### src/core/sbe_pkg.sv
package sbe_pkg;

    // -----------------------------------------------------------------
    // register map
    // -----------------------------------------------------------------
    localparam logic [11:0] SBE_FLAGS_OFS    = 12'h12c;
    localparam logic [11:0] SBE_SUPPRESS_OFS = 12'h130;
    localparam logic [31:0] SBE_FLAGS_RST    = 32'h0000_0000;
    localparam logic [31:0] SBE_SUPPRESS_RST = 32'h0000_17a8;

    // -----------------------------------------------------------------
    // field layout
    // -----------------------------------------------------------------
    localparam logic [31:0] SBE_FLAGS_IMPL    = 32'h0000_1e8c;
    localparam logic [31:0] SBE_SUPPRESS_IMPL = 32'h0000_3fee;
    localparam int          SBE_NUM_EVT       = 7;
    localparam int          SBE_PTR_W         = 5;
    localparam logic [4:0]  SBE_PTR_RST       = 5'h00;

    typedef logic [4:0] sbe_pos_t;
    // status bit positions, indexed by event number
    localparam sbe_pos_t SBE_EVT_POS [SBE_NUM_EVT] = '{
        5'h0c, 5'h0b, 5'h0a, 5'h09, 5'h07, 5'h03, 5'h02
    };

endpackage : sbe_pkg

### src/core/sbe_sync_if.sv
interface sbe_sync_if;
    logic [6:0] raw;
    logic [6:0] clean;
    modport src (output raw, input clean);
    modport snk (input raw, output clean);
endinterface : sbe_sync_if

### src/core/sbe_sync.sv
module sbe_sync
    import sbe_pkg::*;
(
    input  wire logic core_clk,
    input  wire logic arst_n,
    sbe_sync_if.snk   sig
);
    typedef struct packed {
        logic [6:0] s1;
        logic [6:0] s2;
    } sbe_sync_state_t;

    sbe_sync_state_t st;
    sbe_sync_state_t next_st;

    // two stage chain, stage one feeds only stage two
    always_comb begin
        next_st    = st;
        next_st.s1 = sig.raw;
        next_st.s2 = st.s1;
    end

    always_ff @(posedge core_clk or negedge arst_n) begin
        if (!arst_n) begin
            st <= '0;
        end else begin
            st <= next_st;
        end
    end

    assign sig.clean = st.s2;
endmodule : sbe_sync

### src/core/sbe_regs.sv
// Functional notes
// - status bits clear only by writing one or by reset
// - bit 12 sets on system error seen
// - bit 11 sets on parity signal seen
// - bit 10 sets on discard timer expiry
// - bit 9 sets on address parity fault
// - bit 7 sets on data parity fault
// - bit 3 sets on received master abort
// - bit 2 sets on received target abort
// - unused status bits read zero
// - mask blocks status, message, log, pointer
// - mask register resets to 0x17a8
// - extended variant mask bits stored only
// - link, global, power-on reset restore defaults
// - status reads zero after reset
// - status at 0x12c, mask at 0x130
// - pointer records first unmasked error position
module sbe_regs
    import sbe_pkg::*;
(
    input  wire logic        core_clk,
    input  wire logic        arst_n,
    input  wire logic        link_reset_n,
    input  wire logic        global_reset_input_n,
    input  wire logic        cfg_wr,
    input  wire logic        cfg_rd,
    input  wire logic [11:0] cfg_addr,
    input  wire logic [3:0]  cfg_be,
    input  wire logic [31:0] cfg_wdata,
    output logic      [31:0] cfg_rdata,
    input  wire logic        system_error_seen,
    input  wire logic        parity_signal_seen,
    input  wire logic        discard_timer_expired,
    input  wire logic        address_parity_fault,
    input  wire logic        data_parity_fault,
    input  wire logic        master_abort_rcvd,
    input  wire logic        target_abort_rcvd,
    output logic      [6:0]  fault_report,
    output logic             header_log_load,
    output logic      [4:0]  earliest_fault_pointer
);
    // -----------------------------------------------------------------
    // state
    // -----------------------------------------------------------------
    typedef struct packed {
        logic [31:0] flags;
        logic [31:0] suppress;
        logic [4:0]  ptr;
        logic        ptr_valid;
        logic [6:0]  report;
        logic        log_load;
        logic [31:0] rdata;
        logic [1:0]  rst_s1;
        logic [1:0]  rst_s2;
    } sbe_state_t;

    sbe_state_t st;
    sbe_state_t next_st;
    sbe_sync_if evt_if ();

    logic [6:0]  evt;
    logic [6:0]  live;
    logic [31:0] set_vec;
    logic [31:0] wmask;
    logic        soft_rst;
    logic [4:0]  first_pos;
    logic        any_live;

    // byte enables expanded to a bit mask
    function automatic logic [31:0] be_mask(input logic [3:0] be);
        be_mask = {{8{be[3]}}, {8{be[2]}}, {8{be[1]}}, {8{be[0]}}};
    endfunction : be_mask

    // address decode used by both read and write paths
    function automatic logic hit(input logic [11:0] a,
                                 input logic [11:0] ofs);
        hit = (a[11:2] == ofs[11:2]);
    endfunction : hit

    // -----------------------------------------------------------------
    // event inputs synchronised
    // -----------------------------------------------------------------
    assign evt_if.raw = {target_abort_rcvd, master_abort_rcvd,
                         data_parity_fault, address_parity_fault,
                         discard_timer_expired, parity_signal_seen,
                         system_error_seen};

    sbe_sync u_sync (
        .core_clk (core_clk),
        .arst_n   (arst_n),
        .sig      (evt_if.snk)
    );

    assign evt = evt_if.clean;

    // -----------------------------------------------------------------
    // event routing
    // -----------------------------------------------------------------
    genvar gi;
    generate
        for (gi = 0; gi < SBE_NUM_EVT; gi++) begin : g_evt
            // unmasked event only
            assign live[gi] = evt[gi] &
                              ~st.suppress[SBE_EVT_POS[gi]];
        end
    endgenerate

    // status set vector and first-error position
    always_comb begin
        set_vec   = '0;
        first_pos = SBE_PTR_RST;
        any_live  = 1'b0;
        for (int i = SBE_NUM_EVT - 1; i >= 0; i--) begin
            if (live[i]) begin
                set_vec[SBE_EVT_POS[i]] = 1'b1;
                first_pos = SBE_EVT_POS[i];
                any_live  = 1'b1;
            end
        end
    end

    assign wmask    = be_mask(cfg_be) & cfg_wdata;
    // either reset pin low holds the soft reset
    assign soft_rst = !(&st.rst_s2);

    // -----------------------------------------------------------------
    // next state
    // -----------------------------------------------------------------
    always_comb begin
        next_st        = st;
        // each reset pin passes its own two flops before any logic
        next_st.rst_s1 = {link_reset_n, global_reset_input_n};
        next_st.rst_s2 = st.rst_s1;
        next_st.report = live;
        next_st.log_load = any_live;
        // write one clears, hardware set wins
        if (cfg_wr && hit(cfg_addr, SBE_FLAGS_OFS)) begin
            next_st.flags = st.flags & ~wmask;
        end
        next_st.flags = (next_st.flags | set_vec)
                        & SBE_FLAGS_IMPL;
        if (cfg_wr && hit(cfg_addr, SBE_SUPPRESS_OFS)) begin
            next_st.suppress = ((st.suppress & ~be_mask(cfg_be)) |
                                (cfg_wdata & be_mask(cfg_be)))
                               & SBE_SUPPRESS_IMPL;
        end
        // pointer follows the first unmasked error
        if (any_live && !st.ptr_valid) begin
            next_st.ptr       = first_pos;
            next_st.ptr_valid = 1'b1;
        end
        // read data from decoded register
        next_st.rdata = '0;
        if (cfg_rd) begin
            if (hit(cfg_addr, SBE_FLAGS_OFS)) begin
                next_st.rdata = st.flags & SBE_FLAGS_IMPL;
            end else if (hit(cfg_addr, SBE_SUPPRESS_OFS)) begin
                next_st.rdata = st.suppress;
            end else begin
                next_st.rdata = '0;
            end
        end
        if (soft_rst) begin
            next_st.flags     = SBE_FLAGS_RST;
            next_st.suppress  = SBE_SUPPRESS_RST;
            next_st.ptr       = SBE_PTR_RST;
            next_st.ptr_valid = 1'b0;
            next_st.report    = '0;
            next_st.log_load  = 1'b0;
        end
    end

    // state register, power-on reset asynchronous
    always_ff @(posedge core_clk or negedge arst_n) begin
        if (!arst_n) begin
            st          <= '0;
            st.suppress <= SBE_SUPPRESS_RST;
            // chains start released: no soft reset echo after power-on
            st.rst_s1   <= 2'b11;
            st.rst_s2   <= 2'b11;
        end else begin
            st <= next_st;
        end
    end

    assign cfg_rdata              = st.rdata;
    assign fault_report           = st.report;
    assign header_log_load        = st.log_load;
    assign earliest_fault_pointer = st.ptr;

    // -----------------------------------------------------------------
    // per event checks
    // -----------------------------------------------------------------
    generate
        for (gi = 0; gi < SBE_NUM_EVT; gi++) begin : g_evt_chk

        end
    endgenerate
endmodule : sbe_regs

### config.mk
export PLATFORM = sky130hd
export DESIGN_NAME = sbe_regs
export DESIGN_NICKNAME = d
export VERILOG_FILES = /design/src/core/sbe_pkg.sv /design/src/core/sbe_sync_if.sv /design/src/core/sbe_sync.sv /design/src/core/sbe_regs.sv
export SDC_FILE = /design/constraint.sdc
export NUM_CORES = 1
export LEC_CHECK = 0
export BUFFER_PORTS_ARGS = -buffer_cell sky130_fd_sc_hd__buf_2
export CAP_MARGIN = 30
export CORE_ASPECT_RATIO = 1.5
export CORE_MARGIN = 8
export CORE_UTILIZATION = 48
export CTS_CLUSTER_DIAMETER = 120
export DETAILED_ROUTE_END_ITERATION = 12
export PLACE_DENSITY = 0.88
export SLEW_MARGIN = 20
export SYNTH_ARGS = -nofsm -noshare
export SYNTH_HDL_FRONTEND = slang
export SYNTH_HIERARCHICAL = 1
export SYNTH_SLANG_ARGS = --single-unit
### constraint.sdc
create_clock -name core_clk -period 1.7 [get_ports core_clk]
set_input_delay 0.255 -clock core_clk [delete_from_list [all_inputs] [get_ports core_clk]]
set_output_delay 0.255 -clock core_clk [all_outputs]
set_load 0.1 [all_outputs]
==> metrics.txt, run 1 <==
grt ovf=0; count of cell types in the netlist=36; CP Launch Type=flip-flop; Synth area leader=dfrtp_1; # port buffers=60; Static Leak=1.57 nW; initial antenna violation count=0; CTS max path bufs=2; Power Dens Cells=1080 mW/mm2; DR vias/cell=4.84; synthesized cell area=0.00271 mm2; footprint of the multi-input gates=823 um2; vias=1,766; clk root buf=clkbuf_8; final setup fails=0; dpl ws=0.158 ns; status=finished, final reports clean; cells along the critical path=nand2b_1 -> nand4_1 -> o22ai_2 -> mux2_1; final worst setup slack=0.142 ns; cell family with most CP delay=flip-flops; f_max=642 MHz; CP peak stage delay=0.56 ns; Seq cells post-synth=62; final WL=5300 um; Reg clk slew, reported paths=0.06 ns; global placer's final weighted congestion=0.902; Ports=106; final period utilization=0.916; register area share after synthesis=0.577; share of layout cells above drive strength 1=0.363; fin util=0.577; diode count=0; Register Area=0.00157 mm2; Final Hold Vio Count=0; initial cell density of the core=0.498; fin area=0.00314 mm2; worst skew pair latency=0.33 ns; antenna violation net count after detailed routing=0; Max Cap Violations=0; WS Path Type=reg -> reg; width of the die=77.4 um; main area contributors after synthesis=dfrtp_1, buf_4, dfstp_2; largest net degree at the start of global routing=51; Iteration-0 DRC Markers=101; Slew Viols, Final=0; Total Routing Usage GR=0.133; Yosys warnings=6; DP Area=0.00288 mm2; VDD IR max=0.727 mV; Worst EP arrival=1.77 ns; crit-path max FO=4; CTS HTree Levels=3; type of destination of the critical path=flip-flop; Max Clock Skew=0.00470 ns; clock sink count=62; routed length per instance=14.5 um; first-pass GRT wire length=8760 um; Die ar.=0.00837 mm2; RSZ-0062 raised after global routing=no; Synth top area share=0.470; Crit path required time=1.91 ns; Post-Synthesis Cells=239; Post-Syn Area per Cell=11.4 um2; Detailed Routing Iterations Pass 1=5; Final nets=351; Core Region=0.00545 mm2; Critical-path top delay cell=dfstp_2; final total power=3.40 mW; Layout area overhead=15.8%; total CTS buffers=9; postcts setup bufs=0; num rows=33; hpwl dp=4000 um; DRC viols=0; vias in the first global route=1,940; WP buf/inv=0; CTS tree=done; Layout fillers=468; Setup TNS=0 ns; Die Ht=108 um; Hold WC Path Type=in -> reg; Final min period=1.56 ns
-- layer usage --
metal,track usage,share of wire
met1,0.127,0.36
met2,0.233,0.53
met3,0.0490,0.079
met4,0.0949,0.027
met5,0,0
-- worst reg2reg max path, delay by kind of cell, from the launching register on --
family | cells | cell delay (ns)
multiplexers | 1 | 0.34
AND/OR/NAND/NOR | 2 | 0.36
flip-flops | 1 | 0.56
AO/OA/AOI/OAI | 1 | 0.19
-- repair_timing --
action                    CTS  global route
resized for setup           0             0
hold buffers                1             2
hold endpoints to repair    8             2
-- synth_stat cells --
cell	instances
nor3_2	2
nand2_1	9
nor4b_4	1
buf_4	45
o21ai_1	3
nor2_1	17
and3_1	7
nor3b_1	2
inv_1	4
and3_2	1
a22oi_1	7
o21bai_1	1
mux2i_1	4
mux2_1	1
o22ai_2	1
nand4_1	4
and2_4	2
nand2b_2	2
o21ai_0	3
o22ai_1	1
conb_1	1
and3b_1	1
nor2b_1	11
buf_2	2
clkbuf_1	4
a311oi_2	2
dfrtp_1	51
dfstp_2	11
nor3_1	5
a31oi_1	8
and2_1	2
nand3_1	4
nand2b_1	8
a21oi_1	9
and2_0	1
buf_6	2
-- power breakdown --
group	leakage, nW	switching, mW	internal [mW]
Clock	0.120	0.519	0.944
Sequential	0.790	0.0110	1.51
Combinational	0.662	0.347	0.0702
Total	1.57	0.878	2.53
-- stage by stage --
step | hold slack [ns] | cells
3_5_place_dp | 0.165 | 346
4_1_cts | 0.0123 | 363
3_3_place_gp | 0.159 | 346
6_report | 0.0320 | 365
5_1_grt | 0.0137 | 365
2_1_floorplan | -0.0406 | 259
-- state kept, by name (all words and copies together), names as in the netlist --
register,count
header_log_load,1
u_sync/sig.clean,7
st,22
fault_report,7
earliest_fault_pointer,4
u_sync/next_st,7
next_st,2
cfg_rdata,12
-- path summary, 6_finish.rpt --
kind,from,to,slack [ns],cells after the start
hold / removal,target_abort_rcvd,u_sync/next_st[6],0.03,1
hold reg to reg,u_sync/next_st[3],u_sync/sig.clean[3],0.35,0
min in group asynchronous,arst_n,u_sync/next_st[6],0.35,2
max in group asynchronous,arst_n,st[59],0.75,3
setup reg to reg,st[60],earliest_fault_pointer[1],0.14,4
setup / recovery,st[60],earliest_fault_pointer[1],0.14,4
-- cells in the final DEF (no fill, tap or decap) --
master and n:
bufinv_16 2, a22oi_1 7, o22ai_1 1, buf_12 1, nor3b_1 2, nand4_1 4, clkinv_2 1, conb_1 21
clkbuf_1 1, and3_1 7, and3_2 1, a311oi_2 2, dfrtp_1 51, dlygate4sd3_1 3, and2_1 2, mux2_1 1
nor2_1 17, nand3_1 4, and3b_1 1, a21oi_1 9, nor4b_4 1, o21bai_1 1, nor3_2 2, o21ai_0 3
nand2b_1 8, clkbuf_8 12, nand2b_2 2, o22ai_2 1, nor2b_1 11, nand2_1 9, inv_1 4, o21ai_1 3
nor3_1 5, dfstp_2 11, and2_4 2, and2_0 1, buf_2 60, buf_4 9, a31oi_1 8, mux2i_1 4
-- cell families (layout without fill, tap and decap cells) --
group	count (synthesis)	in the layout	synth area share
simple gates	79	79	0.169
flops	62	62	0.577
buf+inv	57	93	0.148
compound gates	35	35	0.0862
mux	5	5	0.0189
other cells	1	21	0.00138
-- area by class of cell --
cell class	count	share of cell area
clock inverters	3	0.0207
repair buffers	73	0.133
clock buffers	13	0.0537
multi-input cells	140	0.262
well taps	70	0.0279
inverters	4	0.00478
flip-flops and latches	62	0.498
No activity file was read; power rests on OpenSTA's default activity.
==> run 2: changes to the inputs <==
CORE_MARGIN = 3   (was 8)
CORE_UTILIZATION = 50   (was 48)
CTS_BUF_LIST = sky130_fd_sc_hd__clkbuf_4 sky130_fd_sc_hd__clkbuf_8   (was not set)
PLACE_DENSITY = 0.91   (was 0.88)
==> run 2 against run 1 <==
Via count rose by 0.91%. Flip-flop and latch count did not move. Total power decreased by 4.5%. Clock skew up 0.0030 ns. Critical path depth stayed put. First-iteration DRC count decreased by 60%. Utilization grew 2.3 points. Combinational power barely moved. Register-to-register slack about the same. Global-route usage increased by 3.8 points. Critical path type unchanged.
==> metrics.txt, run 2 (same netlist as run 1, synthesis figures left out) <==
Iteration-0 DRC Markers=40 (-60%); Ports=106 (unchanged); vias=1,782 (+0.91%); Slew Viols, Final=0 (unchanged); Critical-path top delay cell=dfstp_2; WP buf/inv=0 (unchanged); clk root buf=clkbuf_8; worst setup path endpoint=earliest_fault_pointer[1]; number of stages on the worst setup path=4 (unchanged); f_max=646 MHz (+0.68%); Worst EP arrival=1.76 ns (about the same); Detailed Routing Iterations Pass 1=6 (+1); worst skew pair latency=0.34 ns (about the same); antenna violation net count after detailed routing=0 (unchanged); max FFs per register=22 (unchanged); Final Hold Vio Count=0 (unchanged); placed cell count=346 (unchanged); most frequent cells in the layout=buf_2, dfrtp_1, conb_1; Final nets=351 (unchanged); first-pass GRT wire length=7970 um (-9.0%); final setup fails=0 (unchanged); diode count=0 (unchanged); num rows=32 (-3.0%); fin util=0.600 (+0.0233); critical path launch point=st[60]; routed length per instance=13.5 um (-7.2%); share of layout cells above drive strength 1=0.373 (+0.0102); dpl ws=0.157 ns (-0.000880 ns); Total Routing Usage GR=0.171 (+0.0376); Power Dens Cells=1040 mW/mm2 (-3.9%); Layout area overhead=15.1%; Core Region=0.00520 mm2 (-4.5%); cells along the critical path=nand2b_1 -> nand4_1 -> o22ai_2 -> mux2_1; vias in the first global route=1,754 (-9.6%); crit-path max FO=4 (unchanged); Die Ht=96.2 um (-11%); Max Clock Skew=0.00771 ns (+0.00301 ns); final WL=4890 um (-7.8%); Layout fillers=449 (-4.1%); initial antenna violation count=0 (unchanged); CP peak stage delay=0.55 ns (about the same); global placer's final weighted congestion=0.971 (+7.6%); Reg2Reg Depth=4 (unchanged); postcts setup bufs=0 (unchanged); RSZ-0062 raised after global routing=no; WHS Path Cells=1 (unchanged); # port buffers=60 (unchanged); width of the die=66.2 um (-15%); total CTS buffers=9 (unchanged); Max Cap Violations=0 (unchanged); WS Path Type=reg -> reg; initial cell density of the core=0.521 (+0.0235); Non-Filler Instances=363 (-0.55%); cell family with most CP delay=flip-flops; DRC viols=0 (unchanged); Reg clk slew, reported paths=0.06 ns (about the same); Critical R2R Launch=st[60]; final total power=3.25 mW (-4.5%); CTS HTree Levels=3 (unchanged); leading cell type in the layout, fill and taps excluded=buf_2; Worst-Margin Slew=0.501 ns; DR vias/cell=4.91 (+1.5%); CP Launch Type=flip-flop; final worst setup slack=0.153 ns (+0.0105 ns); status=finished, final reports clean; Setup TNS=0 ns (unchanged); hpwl dp=3670 um (-8.3%); final period utilization=0.910 (-0.00620); Static Leak=1.56 nW (-0.51%); relative slew slack=0.666; largest net degree at the start of global routing=25 (-51%); clock sink count=62 (unchanged); Crit path required time=1.92 ns (about the same); FF-to-FF setup slack=0.15 ns (about the same); largest register by flop count=st; CTS tree=done; VDD IR max=0.540 mV (-26%); CTS max path bufs=2 (unchanged); Final min period=1.55 ns (-0.0105 ns); Hold WC Path Type=in -> reg; reg2reg end=earliest_fault_pointer[1]; grt ovf=0 (unchanged); type of destination of the critical path=flip-flop; Die ar.=0.00637 mm2 (-24%)
[run 2: what timing repair did]
action	CTS	global route
hold endpoints to repair	15	0
gates resized for setup	0	0
hold buffers	1	0
[run 2: layout make-up]
type                       count  area (um2)  share of cell area
clock buffer                  13         166              0.0533
inverter                       4        15.0             0.00481
multi-input combinational    140         823               0.264
clock inverter                 3        42.5              0.0136
tap                           68        85.1              0.0272
sequential                    62        1570               0.501
timing repair buffer          73         425               0.136
[run 2: worst reg2reg max path, stage by stage (launching register included)]
cell and delay (ns):
dfstp_2 0.55, nand2b_1 0.15, nand4_1 0.19, o22ai_2 0.20, mux2_1 0.33
[run 2: power by group]
part | switching [mW] | internal, mW | leakage, nW
Clock | 0.520 | 0.787 | 0.106
Combinational | 0.347 | 0.0716 | 0.667
Sequential | 0.0123 | 1.51 | 0.790
Total | 0.880 | 2.37 | 1.56
[run 2: routing by layer]
| layer | part of all wire | GRT usage |
|---|---|---|
| met1 | 0.37 | 0.187 |
| met2 | 0.53 | 0.283 |
| met3 | 0.071 | 0.0654 |
| met4 | 0.032 | 0.0915 |
| met5 | 0 | 0 |
[run 2: worst min-delay path by stage]
stage                          from  slack [ns]         endpoint
2_1_floorplan                arst_n       -0.04    cfg_rdata[10]
3_3_place_gp                 arst_n        0.24  fault_report[5]
3_5_place_dp                 arst_n        0.25  fault_report[4]
4_1_cts                link_reset_n       0.009       next_st[1]
5_1_grt        global_reset_input_n      0.0001       next_st[0]
6_report       global_reset_input_n        0.02       next_st[0]
[run 2: metrics by stage]
step	hold WS, ns	instance area (um2)
2_1_floorplan	-0.0406	2790
3_3_place_gp	0.243	2900
3_5_place_dp	0.252	2900
4_1_cts	0.00921	3120
5_1_grt	0.000120	3120
6_report	0.0153	3120
==> run 3: changes to the inputs <==
PLACE_DENSITY = 0.82   (was 0.91)
==> run 3 against run 2 <==
Final area up 0.72%. Worst hold slack better by 0.011 ns. Flip-flop and latch count unchanged. First-iteration DRC count up 20%. Worst setup slack worse by 0.0061 ns. Die area unchanged. Wire length down 0.63%. Clock skew up 0.0025 ns. Critical path type unchanged. Largest power group unchanged.
==> metrics.txt, run 3 (same netlist as run 1, synthesis figures left out) <==
status=finished, final reports clean; max FFs per register=22 (unchanged); final WL=4860 um (-0.63%); placed cell count=346 (unchanged); RSZ-0062 raised after global routing=no; CTS max path bufs=2 (unchanged); Non-Filler Instances=365 (+0.55%); final setup fails=0 (unchanged); postcts setup bufs=0 (unchanged); Iteration-0 DRC Markers=48 (+20%); clock sink count=62 (unchanged); total CTS buffers=9 (unchanged); DRC viols=0 (unchanged); minimum hold slack=0.0264 ns (+0.0111 ns); CTS HTree Levels=3 (unchanged); routed length per instance=13.3 um (-1.2%); Worst EP arrival=1.77 ns (about the same); CTS tree=done; Register Area=0.00157 mm2 (unchanged); Layout fillers=455 (+1.3%); CP Launch Type=flip-flop; diode count=0 (unchanged); vias=1,746 (-2.0%); VDD IR max=0.617 mV (+14%); vias in the first global route=1,727 (-1.5%); crit-path max FO=4 (unchanged); global placer's final weighted congestion=0.941 (-3.1%); type of destination of the critical path=flip-flop; cts repair resizes=0 (unchanged); final period utilization=0.914 (+0.00361); num rows=32 (unchanged); hpwl dp=3500 um (-4.7%); Final Hold Vio Count=0 (unchanged); Die Ht=96.2 um (unchanged); antenna violation net count after detailed routing=0 (unchanged); most frequent cells in the layout=buf_2, dfrtp_1, conb_1; DR vias/cell=4.78 (-2.6%); Max Cap Violations=0 (unchanged); worst skew pair latency=0.33 ns (about the same); share of layout cells above drive strength 1=0.370 (-0.00251); Core Region=0.00520 mm2 (unchanged); Final nets=353 (+0.57%); Reg clk slew, reported paths=0.07 ns (about the same); largest register by flop count=st; Ports=106 (unchanged); Setup TNS=0 ns (unchanged); hold_buf cts=3 (+2); footprint of the multi-input gates=823 um2 (unchanged); Die ar.=0.00637 mm2 (unchanged); initial antenna violation count=0 (unchanged); Detailed Routing Iterations Pass 1=4 (-2); WS Path Type=reg -> reg; Max Clock Skew=0.0102 ns (+0.00248 ns); clk root buf=clkbuf_8; largest net degree at the start of global routing=63 (+150%); Slew Viols, Final=0 (unchanged); leading cell type in the layout, fill and taps excluded=buf_2; grt ovf=0 (unchanged); Final min period=1.55 ns (+0.00613 ns); f_max=644 MHz (-0.39%); Layout area overhead=15.9%; Total Routing Usage GR=0.165 (-0.00579); width of the die=66.2 um (unchanged); Power Dens Cells=1060 mW/mm2 (+1.5%); Static Leak=1.57 nW (+0.59%); first-pass GRT wire length=7700 um (-3.4%); initial cell density of the core=0.521 (unchanged); Hold WC Path Type=in -> reg; # port buffers=60 (unchanged); Crit path required time=1.92 ns (about the same)
run 3: path summary, 6_finish.rpt:
path | from | end | slack (ns) | cells after the start
max in group asynchronous | arst_n | st[59] | 0.93 | 3
min in group asynchronous | arst_n | header_log_load | 0.45 | 3
worst min register to register | u_sync/next_st[6] | u_sync/sig.clean[6] | 0.35 | 0
worst min-delay path | parity_signal_seen | u_sync/next_st[1] | 0.03 | 1
worst max register to register | st[60] | earliest_fault_pointer[1] | 0.15 | 4
worst max-delay path | st[60] | earliest_fault_pointer[1] | 0.15 | 4
run 3: metal layers:
layer	track usage	vias up	routed length (um)
met5	0	-	0
met4	0.117	0	89
met3	0.0491	6	391
met2	0.260	75	2500
met1	0.189	821	1880
li1	-	844	-
run 3: layout make-up:
type | instances | area share
inverter | 4 | 0.00477
clock inverter | 2 | 0.0119
sequential | 62 | 0.498
tap | 68 | 0.0270
timing repair buffer | 75 | 0.138
clock buffer | 14 | 0.0593
multi-input combinational | 140 | 0.262
run 3: stage by stage:
stage | utilization | power [mW] | area, um2 | setup slack (ns)
global route | 0.604 | 3.44 | 3150 | 0.0948
CTS | 0.604 | 3.36 | 3150 | 0.147
detailed placement | 0.556 | 1.96 | 2890 | 0.149
finish | 0.604 | 3.32 | 3150 | 0.147
floorplan | - | 1.91 | 2790 | 0.211
global placement | 0.556 | 1.96 | 2890 | 0.177
run 3: critical path: stages, from the launching register on:
cell	delay [ns]
dfstp_2	0.55
nand2b_1	0.16
nand4_1	0.20
o22ai_2	0.19
mux2_1	0.33
run 3: where the power goes:
part | internal, mW | total (mW) | switching (mW)
Combinational | 0.0719 | 0.418 | 0.346
Clock | 0.854 | 1.38 | 0.527
Sequential | 1.51 | 1.52 | 0.0119
Total | 2.44 | 3.32 | 0.885
